`src/include/serial_rx_pkg.sv`:
```
// Purpose: constants and carrier types of the serial receiver
// Assumes: 32-bit apb, one aligned word per register
// Notes:   register offsets are byte addresses
package serial_rx_pkg;
  localparam int          ADDR_W       = 8;
  localparam logic [7:0]  OFS_STATUS   = 8'h00;
  localparam logic [7:0]  OFS_DATA     = 8'h04;
  localparam logic [7:0]  OFS_CTRL_ONE = 8'h08;
  localparam logic [7:0]  OFS_CTRL_TWO = 8'h0c;
  localparam logic [7:0]  OFS_BAUD     = 8'h10;
  // status bit positions (flag vector order)
  localparam int          ST_FULL      = 5;
  localparam int          ST_IDLE      = 4;
  localparam int          ST_OVERRUN   = 3;
  localparam int          ST_NOISE     = 2;
  localparam int          ST_FRAMING   = 1;
  localparam int          ST_PARITY    = 0;
  // serial_control_one fields
  localparam int          C1_NINTH     = 7;
  localparam int          C1_WORD_LEN  = 4;
  localparam int          C1_WAKE      = 3;
  localparam int          C1_PAR_EN    = 2;
  localparam int          C1_PAR_ODD   = 1;
  localparam int          C1_PAR_IE    = 0;
  // serial_control_two fields
  localparam int          C2_RX_IE     = 5;
  localparam int          C2_IDLE_IE   = 4;
  localparam int          C2_RX_EN     = 2;
  localparam int          C2_MUTE      = 1;
  // baud_select_reg fields
  localparam int          BD_PRE_LSB   = 6;
  localparam int          BD_TX_LSB    = 3;
  localparam int          BD_RX_LSB    = 0;
  // sampling figures
  localparam logic [4:0]  SMP_PER_BIT  = 5'd16;
  localparam logic [4:0]  SMP_EDGE_A   = 5'd3;
  localparam logic [4:0]  SMP_EDGE_B   = 5'd5;
  localparam logic [4:0]  SMP_EDGE_C   = 5'd7;
  localparam logic [4:0]  SMP_MAJ_A    = 5'd8;
  localparam logic [4:0]  SMP_MAJ_B    = 5'd9;
  localparam logic [4:0]  SMP_MAJ_C    = 5'd10;
  localparam logic [3:0]  PRE_1        = 4'd1;
  localparam logic [3:0]  PRE_3        = 4'd3;
  localparam logic [3:0]  PRE_4        = 4'd4;
  localparam logic [3:0]  PRE_13       = 4'd13;
  localparam logic [3:0]  BITS_SHORT   = 4'd8;
  localparam logic [3:0]  BITS_LONG    = 4'd9;
  localparam logic [5:0]  FLAGS_CLEAR  = 6'h00;
  localparam logic [31:0] READ_ZERO    = 32'h0000_0000;

  typedef enum logic [1:0] {
    RX_HUNT  = 2'b00,
    RX_START = 2'b01,
    RX_DATA  = 2'b11,
    RX_STOP  = 2'b10
  } rx_phase_t;

  typedef struct packed {
    logic              psel;
    logic              penable;
    logic              pwrite;
    logic [ADDR_W-1:0] paddr;
    logic [31:0]       pwdata;
  } apb_req_t;

  typedef struct packed {
    logic        pready;
    logic        pslverr;
    logic [31:0] prdata;
  } apb_rsp_t;
endpackage : serial_rx_pkg

```
`src/verilog/async_serial_receiver.sv`:
```
// Purpose: receive half of an async nrz serial port with apb registers
// Assumes: serial_in_pin is synchronous to clk_in
// Notes:   transmit datapath is absent; only its baud tick is produced
// Contract
// - 8 or 9 bit words; ninth bit lands in control one
// - bits shift in lsb first into a separate shift register
// - receiver enable starts the hunt for a start bit
// - completed word goes to holding buffer, sets full, may interrupt
// - status read then data read clears full/overrun/noise/framing
// - break is handled exactly as a framing error
// - idle frame sets only the idle flag, may interrupt
// - overrun keeps buffer, drops shifted word, may interrupt
// - data bit noisy unless samples 8, 9, 10 agree
// - start noise combines edge validity and samples 8 to 10
// - noise rises with full, data still moves, no own interrupt
// - false start discards frame, noise held for next frame
// - framing on missing stop or break, rises with full
// - tx and rx rates: clock over 16 times prescale times divider
// - two-bit prescale select gives 1, 3, 4 or 13
// - three-bit tx and rx selects give powers of two to 128
// - mute sets no status flags and inhibits receive interrupts
// - idle wake clears mute without setting idle flag
// - address mark wake clears mute and receives the word
// - parity frames carry 7 or 8 data bits plus parity
// - sixteen samples per bit, majority of 8, 9, 10, resync on start
// - valid edge needs three ones before, no one at 3, 5, 7
// - parity even or odd check sets parity flag, may interrupt
// - address mark uses the top data bit, never parity
//
// The register addresses and the APB slave port are this design's own decisions.
`timescale 1ns/1ns
`default_nettype none
module async_serial_receiver (
  input  wire logic                    clk_in,
  input  wire logic                    reset_in,
  input  wire serial_rx_pkg::apb_req_t apb_req_in,
  output serial_rx_pkg::apb_rsp_t      apb_rsp_out,
  input  wire logic                    serial_in_pin,
  input  wire logic                    global_irq_mask_in,
  output logic                         irq_request_out,
  output logic                         tx_baud_tick_out,
  output logic                         rx_sample_tick_out
);
  import serial_rx_pkg::*;

  typedef struct packed {
    logic [7:0] ctrl_one;
    logic [7:0] ctrl_two;
    logic [7:0] baud;
    logic [5:0] flags;
    logic [5:0] seen;
    logic [8:0] holding;
    logic [3:0] pre_cnt;
    logic [7:0] tx_cnt;
    logic [7:0] rx_cnt;
    logic       tx_tick;
    logic       rx_tick;
    rx_phase_t  phase;
    logic [4:0] smp;
    logic [3:0] bitn;
    logic [2:0] hist;
    logic [2:0] maj3;
    logic       edge_ok;
    logic       frame_noise;
    logic       noise_pend;
    logic       frame_fail;
    logic [8:0] shift;
    logic [7:0] idle_cnt;
    logic       idle_arm;
    logic [31:0] prdata;
    logic       pslverr;
  } state_t;

  state_t s_q;
  state_t s_d;

  // common prescale value from its two-bit select
  function automatic logic [3:0] prescale_of(input logic [1:0] sel);
    case (sel)
      2'd0:    prescale_of = PRE_1;
      2'd1:    prescale_of = PRE_3;
      2'd2:    prescale_of = PRE_4;
      default: prescale_of = PRE_13;
    endcase
  endfunction : prescale_of

  // power of two divider, kept one below for a terminal count
  function automatic logic [7:0] div_last(input logic [2:0] sel);
    div_last = 8'((9'd1 << sel) - 9'd1);
  endfunction : div_last

  // majority of the three centre samples
  function automatic logic majority(input logic [2:0] v);
    majority = (v[0] & v[1]) | (v[0] & v[2]) | (v[1] & v[2]);
  endfunction : majority

  // samples in one whole frame of the current format
  function automatic logic [7:0] frame_samples(input logic [3:0] n);
    frame_samples = 8'({4'd0, n} + 8'd2) << 4;
  endfunction : frame_samples

  logic       word_len;
  logic       wake_method;
  logic       parity_enable;
  logic       parity_odd_select;
  logic       mute_request;
  logic       receiver_enable_bit;
  logic [3:0] nbits;
  logic [3:0] top_bit;
  logic [3:0] addr_bit;
  logic       sample;
  logic       access;
  logic       rd_status;
  logic       rd_data;

  assign word_len            = s_q.ctrl_one[C1_WORD_LEN];
  assign wake_method         = s_q.ctrl_one[C1_WAKE];
  assign parity_enable       = s_q.ctrl_one[C1_PAR_EN];
  assign parity_odd_select   = s_q.ctrl_one[C1_PAR_ODD];
  assign mute_request        = s_q.ctrl_two[C2_MUTE];
  assign receiver_enable_bit = s_q.ctrl_two[C2_RX_EN];
  assign nbits    = word_len ? BITS_LONG : BITS_SHORT;
  assign top_bit  = nbits - 4'd1;
  // the address mark is the top data bit, parity stands above it
  assign addr_bit = parity_enable ? nbits - 4'd2 : top_bit;
  assign sample   = serial_in_pin;
  assign access   = apb_req_in.psel & apb_req_in.penable;
  assign rd_status = access & ~apb_req_in.pwrite &
                     (apb_req_in.paddr == OFS_STATUS);
  assign rd_data   = access & ~apb_req_in.pwrite &
                     (apb_req_in.paddr == OFS_DATA);

  always_comb begin
    logic [8:0] word;
    logic       frame_done;
    logic       idle_event;
    logic       par_bad;
    logic       noisy;
    logic       pre_wrap;
    word       = s_q.shift;
    frame_done = 1'b0;
    idle_event = 1'b0;
    par_bad    = 1'b0;
    noisy      = 1'b0;
    pre_wrap   = 1'b0;
    s_d        = s_q;
    s_d.tx_tick = 1'b0;
    s_d.rx_tick = 1'b0;

    // shared prescaler feeding independent tx and rx dividers
    if (s_q.pre_cnt >= prescale_of(s_q.baud[BD_PRE_LSB +: 2]) - 4'd1) begin
      s_d.pre_cnt = '0;
      pre_wrap    = 1'b1;
    end else begin
      s_d.pre_cnt = s_q.pre_cnt + 4'd1;
    end
    if (pre_wrap) begin
      if (s_q.tx_cnt >= div_last(s_q.baud[BD_TX_LSB +: 3])) begin
        s_d.tx_cnt  = '0;
        s_d.tx_tick = 1'b1;
      end else begin
        s_d.tx_cnt = s_q.tx_cnt + 8'd1;
      end
      if (s_q.rx_cnt >= div_last(s_q.baud[BD_RX_LSB +: 3])) begin
        s_d.rx_cnt  = '0;
        s_d.rx_tick = 1'b1;
      end else begin
        s_d.rx_cnt = s_q.rx_cnt + 8'd1;
      end
    end

    // receiver sequencer, one step per sixteenth of a bit
    if (!receiver_enable_bit) begin
      s_d.phase    = RX_HUNT;
      s_d.hist     = '0;
      s_d.idle_cnt = '0;
      s_d.idle_arm = 1'b1;
    end else if (s_q.rx_tick) begin
      // history runs in every phase so a start straight after a
      // dropped frame still sees the ones that really preceded it
      s_d.hist = {s_q.hist[1:0], sample};
      case (s_q.phase)
        RX_HUNT: begin
          if (!sample) begin
            // falling edge: restart the sample clock here
            s_d.phase       = RX_START;
            s_d.smp         = 5'd1;
            s_d.edge_ok     = &s_q.hist;
            s_d.maj3        = '0;
            s_d.frame_noise = 1'b0;
            s_d.idle_cnt    = '0;
            s_d.idle_arm    = 1'b1;
          end else if (s_q.idle_arm) begin
            if (s_q.idle_cnt >= frame_samples(nbits) - 8'd1) begin
              idle_event   = 1'b1;
              s_d.idle_arm = 1'b0;
              s_d.idle_cnt = '0;
            end else begin
              s_d.idle_cnt = s_q.idle_cnt + 8'd1;
            end
          end
        end
        RX_START: begin
          s_d.smp = s_q.smp + 5'd1;
          if ((s_q.smp == SMP_EDGE_A || s_q.smp == SMP_EDGE_B ||
               s_q.smp == SMP_EDGE_C) && sample) begin
            s_d.edge_ok = 1'b0;
          end
          if (s_q.smp >= SMP_MAJ_A && s_q.smp <= SMP_MAJ_C) begin
            s_d.maj3 = {s_q.maj3[1:0], sample};
          end
          if (s_q.smp == SMP_MAJ_C) begin
            if (majority(s_d.maj3)) begin
              // false start: frame dropped, noise kept for later
              s_d.phase = RX_HUNT;
              if (s_d.maj3 != 3'b111) begin
                s_d.noise_pend = 1'b1;
              end
            end else if (s_d.maj3 != 3'b000 || !s_d.edge_ok) begin
              s_d.frame_noise = 1'b1;
            end
          end
          if (s_q.smp == SMP_PER_BIT) begin
            s_d.phase = RX_DATA;
            s_d.smp   = 5'd1;
            s_d.bitn  = '0;
            s_d.shift = '0;
          end
        end
        RX_DATA: begin
          s_d.smp = s_q.smp + 5'd1;
          if (s_q.smp >= SMP_MAJ_A && s_q.smp <= SMP_MAJ_C) begin
            s_d.maj3 = {s_q.maj3[1:0], sample};
          end
          if (s_q.smp == SMP_MAJ_C) begin
            s_d.shift[s_q.bitn] = majority(s_d.maj3);
            if (s_d.maj3 != 3'b000 && s_d.maj3 != 3'b111) begin
              s_d.frame_noise = 1'b1;
            end
          end
          if (s_q.smp == SMP_PER_BIT) begin
            s_d.smp  = 5'd1;
            s_d.bitn = s_q.bitn + 4'd1;
            if (s_q.bitn == top_bit) begin
              s_d.phase = RX_STOP;
            end
          end
        end
        RX_STOP: begin
          s_d.smp = s_q.smp + 5'd1;
          if (s_q.smp >= SMP_MAJ_A && s_q.smp <= SMP_MAJ_C) begin
            s_d.maj3 = {s_q.maj3[1:0], sample};
          end
          if (s_q.smp == SMP_MAJ_C) begin
            // a low stop bit, as in a break, is a framing fault
            s_d.frame_fail = ~majority(s_d.maj3);
            if (s_d.maj3 != 3'b000 && s_d.maj3 != 3'b111) begin
              s_d.frame_noise = 1'b1;
            end
            frame_done = 1'b1;
            s_d.phase  = RX_HUNT;
          end
        end
        default: begin
          s_d.phase = RX_HUNT;
        end
      endcase
    end

    // apb read data and error captured in the setup cycle
    if (apb_req_in.psel && !apb_req_in.penable) begin
      s_d.pslverr = 1'b0;
      s_d.prdata  = READ_ZERO;
      case (apb_req_in.paddr)
        OFS_STATUS:   s_d.prdata[5:0] = s_q.flags;
        OFS_DATA:     s_d.prdata[7:0] = s_q.holding[7:0];
        OFS_CTRL_ONE: begin
          s_d.prdata[7:0]      = s_q.ctrl_one;
          s_d.prdata[C1_NINTH] = s_q.holding[8];
        end
        OFS_CTRL_TWO: s_d.prdata[7:0] = s_q.ctrl_two;
        OFS_BAUD:     s_d.prdata[7:0] = s_q.baud;
        default:      s_d.pslverr = 1'b1;
      endcase
    end

    // writes; the ninth-bit field of control one is read only
    if (access && apb_req_in.pwrite) begin
      case (apb_req_in.paddr)
        OFS_CTRL_ONE: begin
          s_d.ctrl_one = apb_req_in.pwdata[7:0];
          s_d.ctrl_one[C1_NINTH] = 1'b0;
        end
        OFS_CTRL_TWO: s_d.ctrl_two = apb_req_in.pwdata[7:0];
        OFS_BAUD:     s_d.baud = apb_req_in.pwdata[7:0];
        default: begin
        end
      endcase
    end

    // two-step clear: only flags seen by the status read are dropped
    if (rd_status) begin
      s_d.seen = s_q.flags;
    end else if (rd_data) begin
      s_d.flags = s_q.flags & ~s_q.seen;
      s_d.seen  = FLAGS_CLEAR;
    end

    // flag setting comes last so a new event beats a same-cycle clear
    if (idle_event) begin
      if (mute_request) begin
        if (!wake_method) begin
          s_d.ctrl_two[C2_MUTE] = 1'b0;
        end
      end else begin
        s_d.flags[ST_IDLE] = 1'b1;
      end
    end
    if (frame_done) begin
      par_bad = parity_enable &
                ((^(word & ~(9'h1ff << nbits))) ^ parity_odd_select);
      noisy   = s_d.frame_noise | s_q.noise_pend;
      if (mute_request && wake_method && word[addr_bit]) begin
        s_d.ctrl_two[C2_MUTE] = 1'b0;
      end
      if (!mute_request || (wake_method && word[addr_bit])) begin
        if (s_q.flags[ST_FULL] && !(rd_data && s_q.seen[ST_FULL])) begin
          s_d.flags[ST_OVERRUN] = 1'b1;
        end else begin
          s_d.holding = word_len ? word : {1'b0, word[7:0]};
          s_d.flags[ST_FULL] = 1'b1;
          s_d.flags[ST_NOISE]   = s_d.flags[ST_NOISE] | noisy;
          s_d.flags[ST_FRAMING] = s_d.flags[ST_FRAMING] |
                                  s_d.frame_fail;
          s_d.flags[ST_PARITY]  = s_d.flags[ST_PARITY] | par_bad;
          s_d.noise_pend = 1'b0;
        end
      end
    end
  end

  // single state register; reset leaves the receiver off
  always_ff @(posedge clk_in or posedge reset_in) begin
    if (reset_in) begin
      s_q       <= '0;
      s_q.phase <= RX_HUNT;
    end else begin
      s_q <= s_d;
    end
  end

  // interrupt request; mute inhibits every receive source
  always_comb begin
    irq_request_out = ~global_irq_mask_in & ~mute_request & (
      (s_q.ctrl_two[C2_RX_IE] &
       (s_q.flags[ST_FULL] | s_q.flags[ST_OVERRUN])) |
      (s_q.ctrl_two[C2_IDLE_IE] & s_q.flags[ST_IDLE]) |
      (s_q.ctrl_one[C1_PAR_IE] & s_q.flags[ST_PARITY]));
  end

  // zero-wait apb: access phase always completes at once
  assign apb_rsp_out.pready  = access;
  assign apb_rsp_out.pslverr = s_q.pslverr & access;
  assign apb_rsp_out.prdata  = s_q.prdata;
  assign tx_baud_tick_out    = s_q.tx_tick;
  assign rx_sample_tick_out  = s_q.rx_tick;
endmodule : async_serial_receiver
`default_nettype wire

```
`config.mk`:
```
export PLATFORM = sky130hd
export DESIGN_NAME = async_serial_receiver
export DESIGN_NICKNAME = d
export VERILOG_FILES = /design/src/include/serial_rx_pkg.sv /design/src/verilog/async_serial_receiver.sv
export SDC_FILE = /design/constraint.sdc
export NUM_CORES = 1
export LEC_CHECK = 0
export ABC_AREA = 1
export BUFFER_PORTS_ARGS = -buffer_cell sky130_fd_sc_hd__buf_2
export CAP_MARGIN = 40
export CORE_UTILIZATION = 59
export DETAILED_ROUTE_END_ITERATION = 8
export PLACE_DENSITY = 0.92
export SLEW_MARGIN = 20
export SYNTH_ARGS = -nofsm -noshare
export SYNTH_HDL_FRONTEND = slang
export SYNTH_SLANG_ARGS = --single-unit
```
`constraint.sdc`:
```
create_clock -name clk_in -period 3.8 [get_ports clk_in]
set_input_delay 0 -clock clk_in [delete_from_list [all_inputs] [get_ports clk_in]]
set_output_delay 0 -clock clk_in [all_outputs]
set_load 0.05 [all_outputs]
```
==> impl_metrics.json, run 1 <==
{
  "status": "completed",
  "cts_tree": "built",
  "grt_antenna_before_repair": 0,
  "max-cap-violations": 0,
  "p_switching_mw": 0.919,
  "ys_ff_latch": 114,
  "grt_pass1_wl_um": 25200,
  "synthXorXnorAreaFrac_pct": 3.28,
  "met3_usage_pct": 7.72,
  "synth-simple-area-share_pct": 20.0,
  "postRouteAntennaNets": 0,
  "grt_busiest_layer": "met2",
  "p_clk_share_pct": 46.7,
  "setup-violations-final": 0,
  "crit_path_end_kind": "register",
  "grt_pass1_vias": 5578,
  "hold_path.class": "in2reg",
  "synth_fa_ha_area_share_pct": 7.31,
  "core_um2": 10900,
  "clock-root-buffer": "clkbuf_16",
  "vias": 5799,
  "fillers": 832,
  "die_h_um": 108,
  "placed_area_um2": 6830,
  "combPwrFrac_pct": 13.4,
  "ios": 84,
  "hold_viol_final": 0,
  "gr-total-overflow": 0,
  "postLayoutCellArea_um2": 7540,
  "drt-vias-per-instance": 5.64,
  "relSlewSlack_pct": 43.1,
  "synthDistinctLibCells": 49,
  "fin_setup_tns_ns": 0,
  "die_area_um2": 11700,
  "nets": 961,
  "worstMarginPinSlew_ns": 0.848,
  "drt_wl_total_um": 15000,
  "track_usage_pct": 28.0,
  "finalClockSkew_ns": 0.00872,
  "dpl.hpwl_um": 10100,
  "ys_seq_area_share_pct": 42.7,
  "total_power_mw": 3.30,
  "synth_compound_area_share_pct": 15.5,
  "syn_inst": 827,
  "globalplace.congestion": 0.837,
  "std_cell_rows": 38,
  "finalCritPeriodShare_pct": 70.8,
  "h-tree-depth": 4,
  "worstSetupPathType": "reg2reg",
  "p_leak_nw": 3.62,
  "cts_resized": 0,
  "power_frac_seq_pct": 40.0,
  "clockBufferDepth": 2,
  "power.density_nw_per_um2": 438,
  "fmax_mhz": 372,
  "critPathRequiredTime_ns": 4.09,
  "cts.sinks": 114,
  "drv_slew": 0,
  "ir_drop_v": 0.000386,
  "syn-cell-area_um2": 6680,
  "die_w_um": 108,
  "layout_min_cycle_time_ns": 2.69,
  "layout-drive-gt1-share_pct": 10.0,
  "synth_top_family_by_area": "simple AND/OR/NAND/NOR gates",
  "synth_area_per_cell_um2": 8.07,
  "p_int_mw": 2.38,
  "drt_first_pass_iters": 7,
  "ys_warn_count": 0,
  "swShare_pct": 27.9,
  "clk_latency_ns": 0.42,
  "gr-usage-met1_pct": 32.9,
  "critPathMaxFanout": 7,
  "drc": 0,
  "synth_mux_area_share_pct": 0,
  "clkTransAtPathRegs_ns": 0.05,
  "n_antenna_cell": 0,
  "start_util_pct": 61.0,
  "cp-start-kind": "register",
  "met2_usage_pct": 48.5,
  "grt_setup_unrepaired": "false",
  "avgRoutedWirePerCell_um": 14.6,
  "grt_max_degree": 54,
  "cp.arrival_ns": 2.99,
  "drt_iter0_drc": 423,
  "syn2layout_area_growth_pct": 12.9,
  "cts_made_buffers": 17,
  "portBuffers": 35,
  "timing.hold.ws_ns": 0.110
}
stage by stage:
stage	setup WS (ns)	util [%]	std cells
after floorplan	0.784	-	851
after global placement	1.25	62.4	983
after detailed placement	1.12	62.4	983
after CTS	1.12	68.9	1028
after global routing	0.821	68.9	1028
final	1.11	68.9	1028
cell families after synthesis:
| kind of cell | count (synthesis) |
|---|---|
| xor gates and xnor gates | 25 |
| and+or+nand+nor | 305 |
| adders and majority gates | 39 |
| buffers and inverters | 161 |
| other | 2 |
| DFF | 114 |
| AOI/OAI and AO/OA | 181 |
Yosys cell counts, drive strengths merged:
master	number	share of area (%)
nand2	163	9.4
dfrtp	114	43
inv	113	6.4
o21ai	97	7.3
nor2	55	3.2
nand3	51	3.9
buf	39	4.2
ha	39	7.3
a21oi	32	2.4
o22ai	25	2.3
nor3	22	1.9
xor2	17	2.2
nand4	9	0.84
xnor2	8	1.0
clkbuf	6	0.34
a221oi	5	0.66
o31ai	4	0.52
a31oi	3	0.37
and3	3	0.28
clkinv	3	0.19
o211ai	3	0.34
a211oi	2	0.22
conb	2	0.11
o41ai	2	0.26
a21o	1	0.11
a22oi	1	0.11
a311oi	1	0.13
a32o	1	0.15
nor3b	1	0.11
nor4	1	0.32
o2111ai	1	0.13
o21a	1	0.11
o31a	1	0.13
o32ai	1	0.13
cell type report:
cell class | instances | area [um2] | share of cell area, %
repair buffers | 50 | 320 | 4.25
multi-input cells | 576 | 3170 | 42.1
clock inverters | 7 | 73.8 | 0.979
well taps | 140 | 175 | 2.32
flip-flops and latches | 114 | 2850 | 37.8
clock buffers | 25 | 505 | 6.71
inverters | 116 | 439 | 5.83
registers in the layout, summed over array words and instances (netlist names):
register	flops
s_q	100
parity_odd_select	1
apb_rsp_out	8
receiver_enable_bit	1
tx_baud_tick_out	1
mute_request	1
rx_sample_tick_out	1
parity_enable	1
power groups by stage:
stage / sequential, mW / combinational (mW) / clock [mW]
after floorplan: 1.36 / 0.324 / 0
after global placement: 1.33 / 0.411 / 0
after detailed placement: 1.34 / 0.422 / 0
after CTS: 1.32 / 0.441 / 1.56
after global routing: 1.32 / 0.496 / 1.61
final: 1.32 / 0.441 / 1.54
routing by layer:
| layer | wire length [um] | share of wire (%) | vias up |
|---|---|---|---|
| li1 | - | - | 2800 |
| met1 | 6310 | 42 | 2758 |
| met2 | 7570 | 50 | 212 |
| met3 | 833 | 5.5 | 29 |
| met4 | 298 | 2.0 | 0 |
| met5 | 0 | 0 | - |
cells in the final DEF, fill, tap and decap left out, types with 3 or more instances in the layout:
cell type / netlist / routed
a21oi_1: 32 / 32
a221oi_1: 5 / 5
and3_1: 3 / 3
buf_2: 4 / 35
clkbuf_1: 6 / 3
clkbuf_16: 0 / 17
clkbuf_8: 0 / 5
clkinvlp_4: 0 / 4
conb_1: 2 / 26
dfrtp_1: 114 / 114
dlygate4sd3_1: 0 / 13
ha_1: 39 / 39
inv_1: 107 / 106
inv_2: 6 / 6
nand2_1: 157 / 157
nand2_2: 6 / 6
nand3_1: 50 / 50
nand4_1: 9 / 9
nor2_1: 53 / 53
nor3_1: 20 / 20
o211ai_1: 3 / 3
o21ai_0: 85 / 85
o21ai_1: 11 / 11
o22ai_1: 25 / 25
o31ai_1: 3 / 3
xnor2_1: 8 / 8
xor2_1: 17 / 17
what timing repair did:
item / CTS / global route
buffers inserted: 0 / 0
hold buffers: 13 / 0
setup endpoints to repair: 0 / 0
hold endpoints to repair: 62 / 0
worst paths after layout:
| check | from | end | slack, ns | cells past startpoint |
|---|---|---|---|---|
| max | s_q[117] | s_q[78] | 1.11 | 12 |
| min | apb_req_in[35] | s_q[0] | 0.11 | 5 |
| max reg2reg | s_q[117] | s_q[78] | 1.11 | 12 |
| min reg2reg | apb_rsp_out[2] | apb_rsp_out[2] | 0.48 | 2 |
| max in group asynchronous | reset_in | s_q[45] | 2.63 | 4 |
| min in group asynchronous | reset_in | s_q[75] | 0.15 | 3 |
worst max-delay path, cell delays in order, from the launching register on:
cell and delay, ns:
dfrtp_1 0.44, inv_1 0.16, nand3_1 0.13, ha_1 0.21
inv_1 0.10, a211oi_1 0.27, a31oi_1 0.09, ha_1 0.32
nand2_1 0.09, o41ai_1 0.39, nand2_1 0.09, inv_1 0.20
nor2_1 0.08
Note: power is estimated with default switching activity, not from simulation.
==> run 2, diff against run 1 <==
Clock period 3.8 ns to 2.8 ns, I/O delays scaled along.
==> run 2 against run 1 <==
Fmax rose by 3.9%. Combinational power up 44%. Final area is 1.6% higher. Worst hold slack got worse by 0.022 ns.
==> impl_metrics.json, run 2 (synthesized netlist as in run 1, its figures left out) <==
{
  "hold_path.class": "in2reg",
  "layout-drive-gt1-share_pct": 11.3,
  "drv_slew": 0,
  "hold_viol_final": 0,
  "ios": 84,
  "start_util_pct": 61.0,
  "cp-start-kind": "register",
  "core_um2": 10900,
  "track_usage_pct": 28.1,
  "layout_min_cycle_time_ns": 2.59,
  "cts_tree": "built",
  "grt_setup_unrepaired": "false",
  "finish.utilization_pct": 70.0,
  "swShare_pct": 28.2,
  "finalWorstSetupSlack_ns": 0.209,
  "cts.sinks": 114,
  "max-cap-violations": 0,
  "die_area_um2": 11700,
  "setup-violations-final": 0,
  "drc": 0,
  "finalClockSkew_ns": 0.00525,
  "drt_first_pass_iters": 7,
  "avgRoutedWirePerCell_um": 14.8,
  "grt_antenna_before_repair": 0,
  "p_clk_share_pct": 47.9,
  "r2r_cells": 14,
  "power_frac_seq_pct": 38.5,
  "drt_wl_total_um": 15300,
  "critPathMaxFanout": 7,
  "vias": 5858,
  "cts_made_buffers": 17,
  "grt_busiest_layer": "met2",
  "fin_setup_tns_ns": 0,
  "n_antenna_cell": 0,
  "portBuffers": 35,
  "worstMarginPinSlew_ns": 0.713,
  "post_cts_buffers": 0,
  "grt_max_degree": 43,
  "final_common_cell": "nand2_1",
  "status": "completed",
  "clockBufferDepth": 2,
  "h-tree-depth": 4,
  "drt_iter0_drc": 372,
  "largest_register_ffs": 100,
  "met2_usage_pct": 47.8,
  "ir_drop_v": 0.000487,
  "grt_pass1_vias": 5651,
  "largest_register": "s_q",
  "worstHoldStart": "apb_req_in[35]",
  "std_cell_rows": 38,
  "cp.arrival_ns": 2.93,
  "dpl_worst_slack_ns": 0.210,
  "dpl.hpwl_um": 10400,
  "nets": 967,
  "drt-vias-per-instance": 5.67,
  "clk_latency_ns": 0.43,
  "min_delay_path_depth": 5,
  "worstSetupPathType": "reg2reg",
  "postRouteAntennaNets": 0,
  "timing.rr.start": "s_q[117]",
  "relSlewSlack_pct": 52.3,
  "fmax_mhz": 386,
  "syn2layout_area_growth_pct": 14.8,
  "clock-root-buffer": "clkbuf_16",
  "finalCritPeriodShare_pct": 92.6,
  "dp_cells": 989,
  "combPwrFrac_pct": 13.6,
  "power.density_nw_per_um2": 606,
  "gr-total-overflow": 0,
  "timing.rr.end": "s_q[77]",
  "gr-usage-met1_pct": 34.7,
  "total_power_mw": 4.65,
  "instances_no_fill": 1034,
  "die_w_um": 108,
  "r2r_slack_ns": 0.21,
  "hold_end": "s_q[0]",
  "die_h_um": 108,
  "grt_pass1_wl_um": 25600,
  "clkTransAtPathRegs_ns": 0.06,
  "p_switching_mw": 1.31,
  "critPathRequiredTime_ns": 3.14,
  "fillers": 790,
  "globalplace.congestion": 0.840,
  "crit_path_end_kind": "register",
  "p_int_mw": 3.33,
  "p_leak_nw": 3.68,
  "layout_common_cells": "nand2_1 (157), dfrtp_1 (114), inv_1 (104)",
  "met3_usage_pct": 4.88
}
run 2: stage by stage:
step	hold slack [ns]	cell area, um2
finish	0.0883	7660
global route	0.160	7660
CTS	0.0853	7640
detailed placement	0.0202	6910
global placement	0.198	6880
floorplan	0.139	6770
run 2: worst max path at each step:
stage | cells after the start | startpoint | endpoint | slack (ns)
after floorplan | 11 | s_q[116] | s_q[78] | 0.54
final | 14 | s_q[117] | s_q[77] | 0.21
after global placement | 11 | s_q[116] | s_q[80] | 0.29
after CTS | 12 | s_q[120] | s_q[89] | 0.12
after detailed placement | 11 | s_q[116] | s_q[77] | 0.21
after global routing | 14 | s_q[119] | s_q[85] | 0.04
run 2: layout make-up:
class,instances,area (um2),area share (%)
clock inverters,12,159,2.07
flip-flops and latches,114,2850,37.2
multi-input cells,576,3190,41.6
repair buffers,56,398,5.19
inverters,116,440,5.75
clock buffers,20,447,5.83
well taps,140,175,2.29
run 2: power by group through the flow:
stage / clock network (mW) / logic (mW) / registers [mW]
after floorplan: 0 / 0.440 / 1.84
final: 2.22 / 0.634 / 1.79
after CTS: 2.23 / 0.619 / 1.79
after global placement: 0 / 0.572 / 1.81
after global routing: 2.31 / 0.711 / 1.79
after detailed placement: 0 / 0.596 / 1.81
run 2: repair_timing:
action	4_1_cts	5_1_grt
resized for setup	0	5
hold buffers	13	0
endpoints found under the hold margin	60	0
setup endpoints to repair	0	12
run 2: metal layers:
layer | part of all wire, % | up-vias
met5 | 0 | -
met3 | 6.1 | 49
met2 | 50 | 229
met1 | 42 | 2766
li1 | - | 2814
met4 | 2.8 | 0
run 2: critical path, cell delays in order (launching register included):
cell      delay, ns
dfrtp_1        0.43
inv_1          0.20
nand3_1        0.12
ha_1           0.25
inv_1          0.11
a211oi_1       0.07
a31oi_1        0.21
ha_1           0.28
nand2_1        0.12
nor2_1         0.05
a21oi_1        0.19
o41ai_2        0.12
nand2_1        0.07
inv_1          0.13
nor3_1         0.17
==> run 3, diff against run 2 <==
Settings changed: CORE_UTILIZATION 59 to 55, PLACE_DENSITY 0.92 to 0.87.
==> run 3 against run 2 <==
The flow now finishes with violations (DRC). Critical endpoint is now s_q[79]. Critical path type unchanged. First-iteration DRC count grew 19%. Largest power group unchanged. Sequential share of layout area grew 0.15 points. Final cell count is the same. Wire length shrank 2.7%. Worst hold slack lost 0.080 ns.
==> impl_metrics.json, run 3 (synthesized netlist as in run 1, its figures left out) <==
{
  "status": "finished with violations",
  "globalplace.congestion": 0.832,
  "critPathMaxFanout": 7,
  "h-tree-depth": 4,
  "drv_slew": 0,
  "crit_top_cell": "inv_1",
  "grt_antenna_before_repair": 0,
  "critPathRequiredTime_ns": 3.09,
  "violations": "DRC",
  "hold_path.class": "in2reg",
  "power_frac_seq_pct": 39.1,
  "largest_register": "s_q",
  "die_h_um": 112,
  "p_int_mw": 3.32,
  "dp_cells": 992,
  "cp.arrival_ns": 2.90,
  "drt_iter0_drc": 444,
  "total_power_mw": 4.58,
  "finalClockSkew_ns": 0.0114,
  "placed_area_um2": 6900,
  "critPathSlowestCell": "o41ai_2",
  "n_antenna_cell": 0,
  "die_w_um": 112,
  "clock-root-buffer": "clkbuf_16",
  "drt_wl_total_um": 14900,
  "final_common_cell": "nand2_1",
  "p_switching_mw": 1.26,
  "finalCritPeriodShare_pct": 93.1,
  "fillers": 893,
  "swShare_pct": 27.5,
  "fmax_mhz": 384,
  "max-cap-violations": 0,
  "cts_tree": "built",
  "std_cell_rows": 39,
  "combPwrFrac_pct": 13.7,
  "layout_min_cycle_time_ns": 2.61,
  "cts_made_buffers": 17,
  "max_stage_delay_ns": 0.47,
  "p_leak_nw": 3.66,
  "clk_latency_ns": 0.42,
  "start_util_pct": 57.5,
  "vias": 5764,
  "grt_pass1_wl_um": 25200,
  "worstSetupPathType": "reg2reg",
  "clockBufferDepth": 2,
  "largest_register_ffs": 100,
  "finalWorstSetupSlack_ns": 0.194,
  "crit_chain": "inv_1 > nand3_1 > ha_1 > inv_1 > o21ai_0 > nand4_1 > ha_1 > nand2_1 > o41ai_2 > nand2_1 > inv_1 > nor2_1",
  "grt_pass1_vias": 5503,
  "grt_max_degree": 55,
  "crit_path_end_kind": "register",
  "ios": 84,
  "syn2layout_area_growth_pct": 14.3,
  "track_usage_pct": 25.1,
  "gr-total-overflow": 0,
  "worstMarginPinSlew_ns": 0.707,
  "hold_viol_final": 0,
  "avgRoutedWirePerCell_um": 14.4,
  "ir_drop_v": 0.000531,
  "drt-vias-per-instance": 5.57,
  "portBuffers": 35,
  "instances_no_fill": 1034,
  "drt_first_pass_iters": 9,
  "relSlewSlack_pct": 52.7,
  "dpl_worst_slack_ns": 0.230,
  "layout-drive-gt1-share_pct": 11.0,
  "die_area_um2": 12600,
  "power.density_nw_per_um2": 600,
  "setup-violations-final": 0,
  "p_clk_share_pct": 47.2,
  "clkTransAtPathRegs_ns": 0.05,
  "core_um2": 11600,
  "cts.sinks": 114,
  "dpl.hpwl_um": 10300,
  "layout_common_cells": "nand2_1 (157), dfrtp_1 (114), inv_1 (106)",
  "postLayoutCellArea_um2": 7630,
  "cp-start-kind": "register",
  "drc": 6,
  "nets": 966,
  "postRouteAntennaNets": 0
}
run 3: cell count changes in the layout (fill, tap and decap cells not counted):
cell,before,now
clkbuf_1,2,0
inv_1,104,106
o41ai_1,0,1
clkbuf_8,1,5
o41ai_2,2,1
buf_12,1,2
inv_2,8,6
dlygate4sd3_1,13,12
clkinv_4,3,0
bufinv_16,3,2
buf_16,1,0
run 3: cell type report:
| type | count | area, um2 | area share (%) |
|---|---|---|---|
| inverters | 116 | 440 | 5.77 |
| well taps | 143 | 179 | 2.35 |
| flip-flops and latches | 114 | 2850 | 37.4 |
| multi-input cells | 576 | 3180 | 41.7 |
| clock buffers | 22 | 494 | 6.48 |
| repair buffers | 55 | 380 | 4.99 |
| clock inverters | 8 | 103 | 1.34 |
run 3: worst paths after layout:
kind	startpoint	endpoint	slack (ns)	cells after the start
max	s_q[117]	s_q[79]	0.19	12
min	apb_req_in[40]	s_q[107]	0.009	4
max reg2reg	s_q[117]	s_q[79]	0.19	12
min reg2reg	apb_rsp_out[2]	apb_rsp_out[2]	0.48	2
max in group asynchronous	reset_in	s_q[50]	1.89	5
min in group asynchronous	reset_in	s_q[126]	0.11	3
run 3: critical path: cells and delay by family (launching register included):
kind | cells | cell delay, ns
AND/OR/NAND/NOR | 5 | 0.53
AO/OA/AOI/OAI | 2 | 0.59
buffers and inverters | 3 | 0.44
flip-flops | 1 | 0.42
adder cells (fa/ha/maj) | 2 | 0.52
run 3: routing by layer:
layer / track usage [%] / vias up / share of wire (%) / wire length, um
li1: - / 2811 / - / -
met1: 31.1 / 2702 / 43 / 6410
met2: 42.5 / 205 / 49 / 7260
met3: 5.83 / 46 / 5.7 / 854
met4: 10.4 / 0 / 2.5 / 373
met5: 0 / - / 0 / 0
run 3: what timing repair did:
| item | in CTS | in global routing |
|---|---|---|
| setup endpoints to repair | 0 | 7 |
| buffers inserted | 0 | 0 |
| endpoints found under the hold margin | 71 | 0 |
| hold buffers | 12 | 0 |
| gates resized for setup | 0 | 2 |
run 3: stage by stage:
step / TNS [ns] / hold slack [ns] / utilization [%]
after floorplan: 0 / 0.139 / -
after global placement: 0 / 0.204 / 59.3
after detailed placement: 0 / 0.0101 / 59.4
after CTS: 0 / 0.0124 / 65.6
after global routing: -0.298 / 0.0355 / 65.7
final: 0 / 0.00860 / 65.7
run 3: power by group through the flow:
stage	registers, mW	clock network (mW)	logic (mW)
CTS	1.79	2.16	0.617
finish	1.79	2.16	0.628
global placement	1.81	0	0.573
floorplan	1.84	0	0.440
global route	1.80	2.25	0.704
detailed placement	1.81	0	0.595
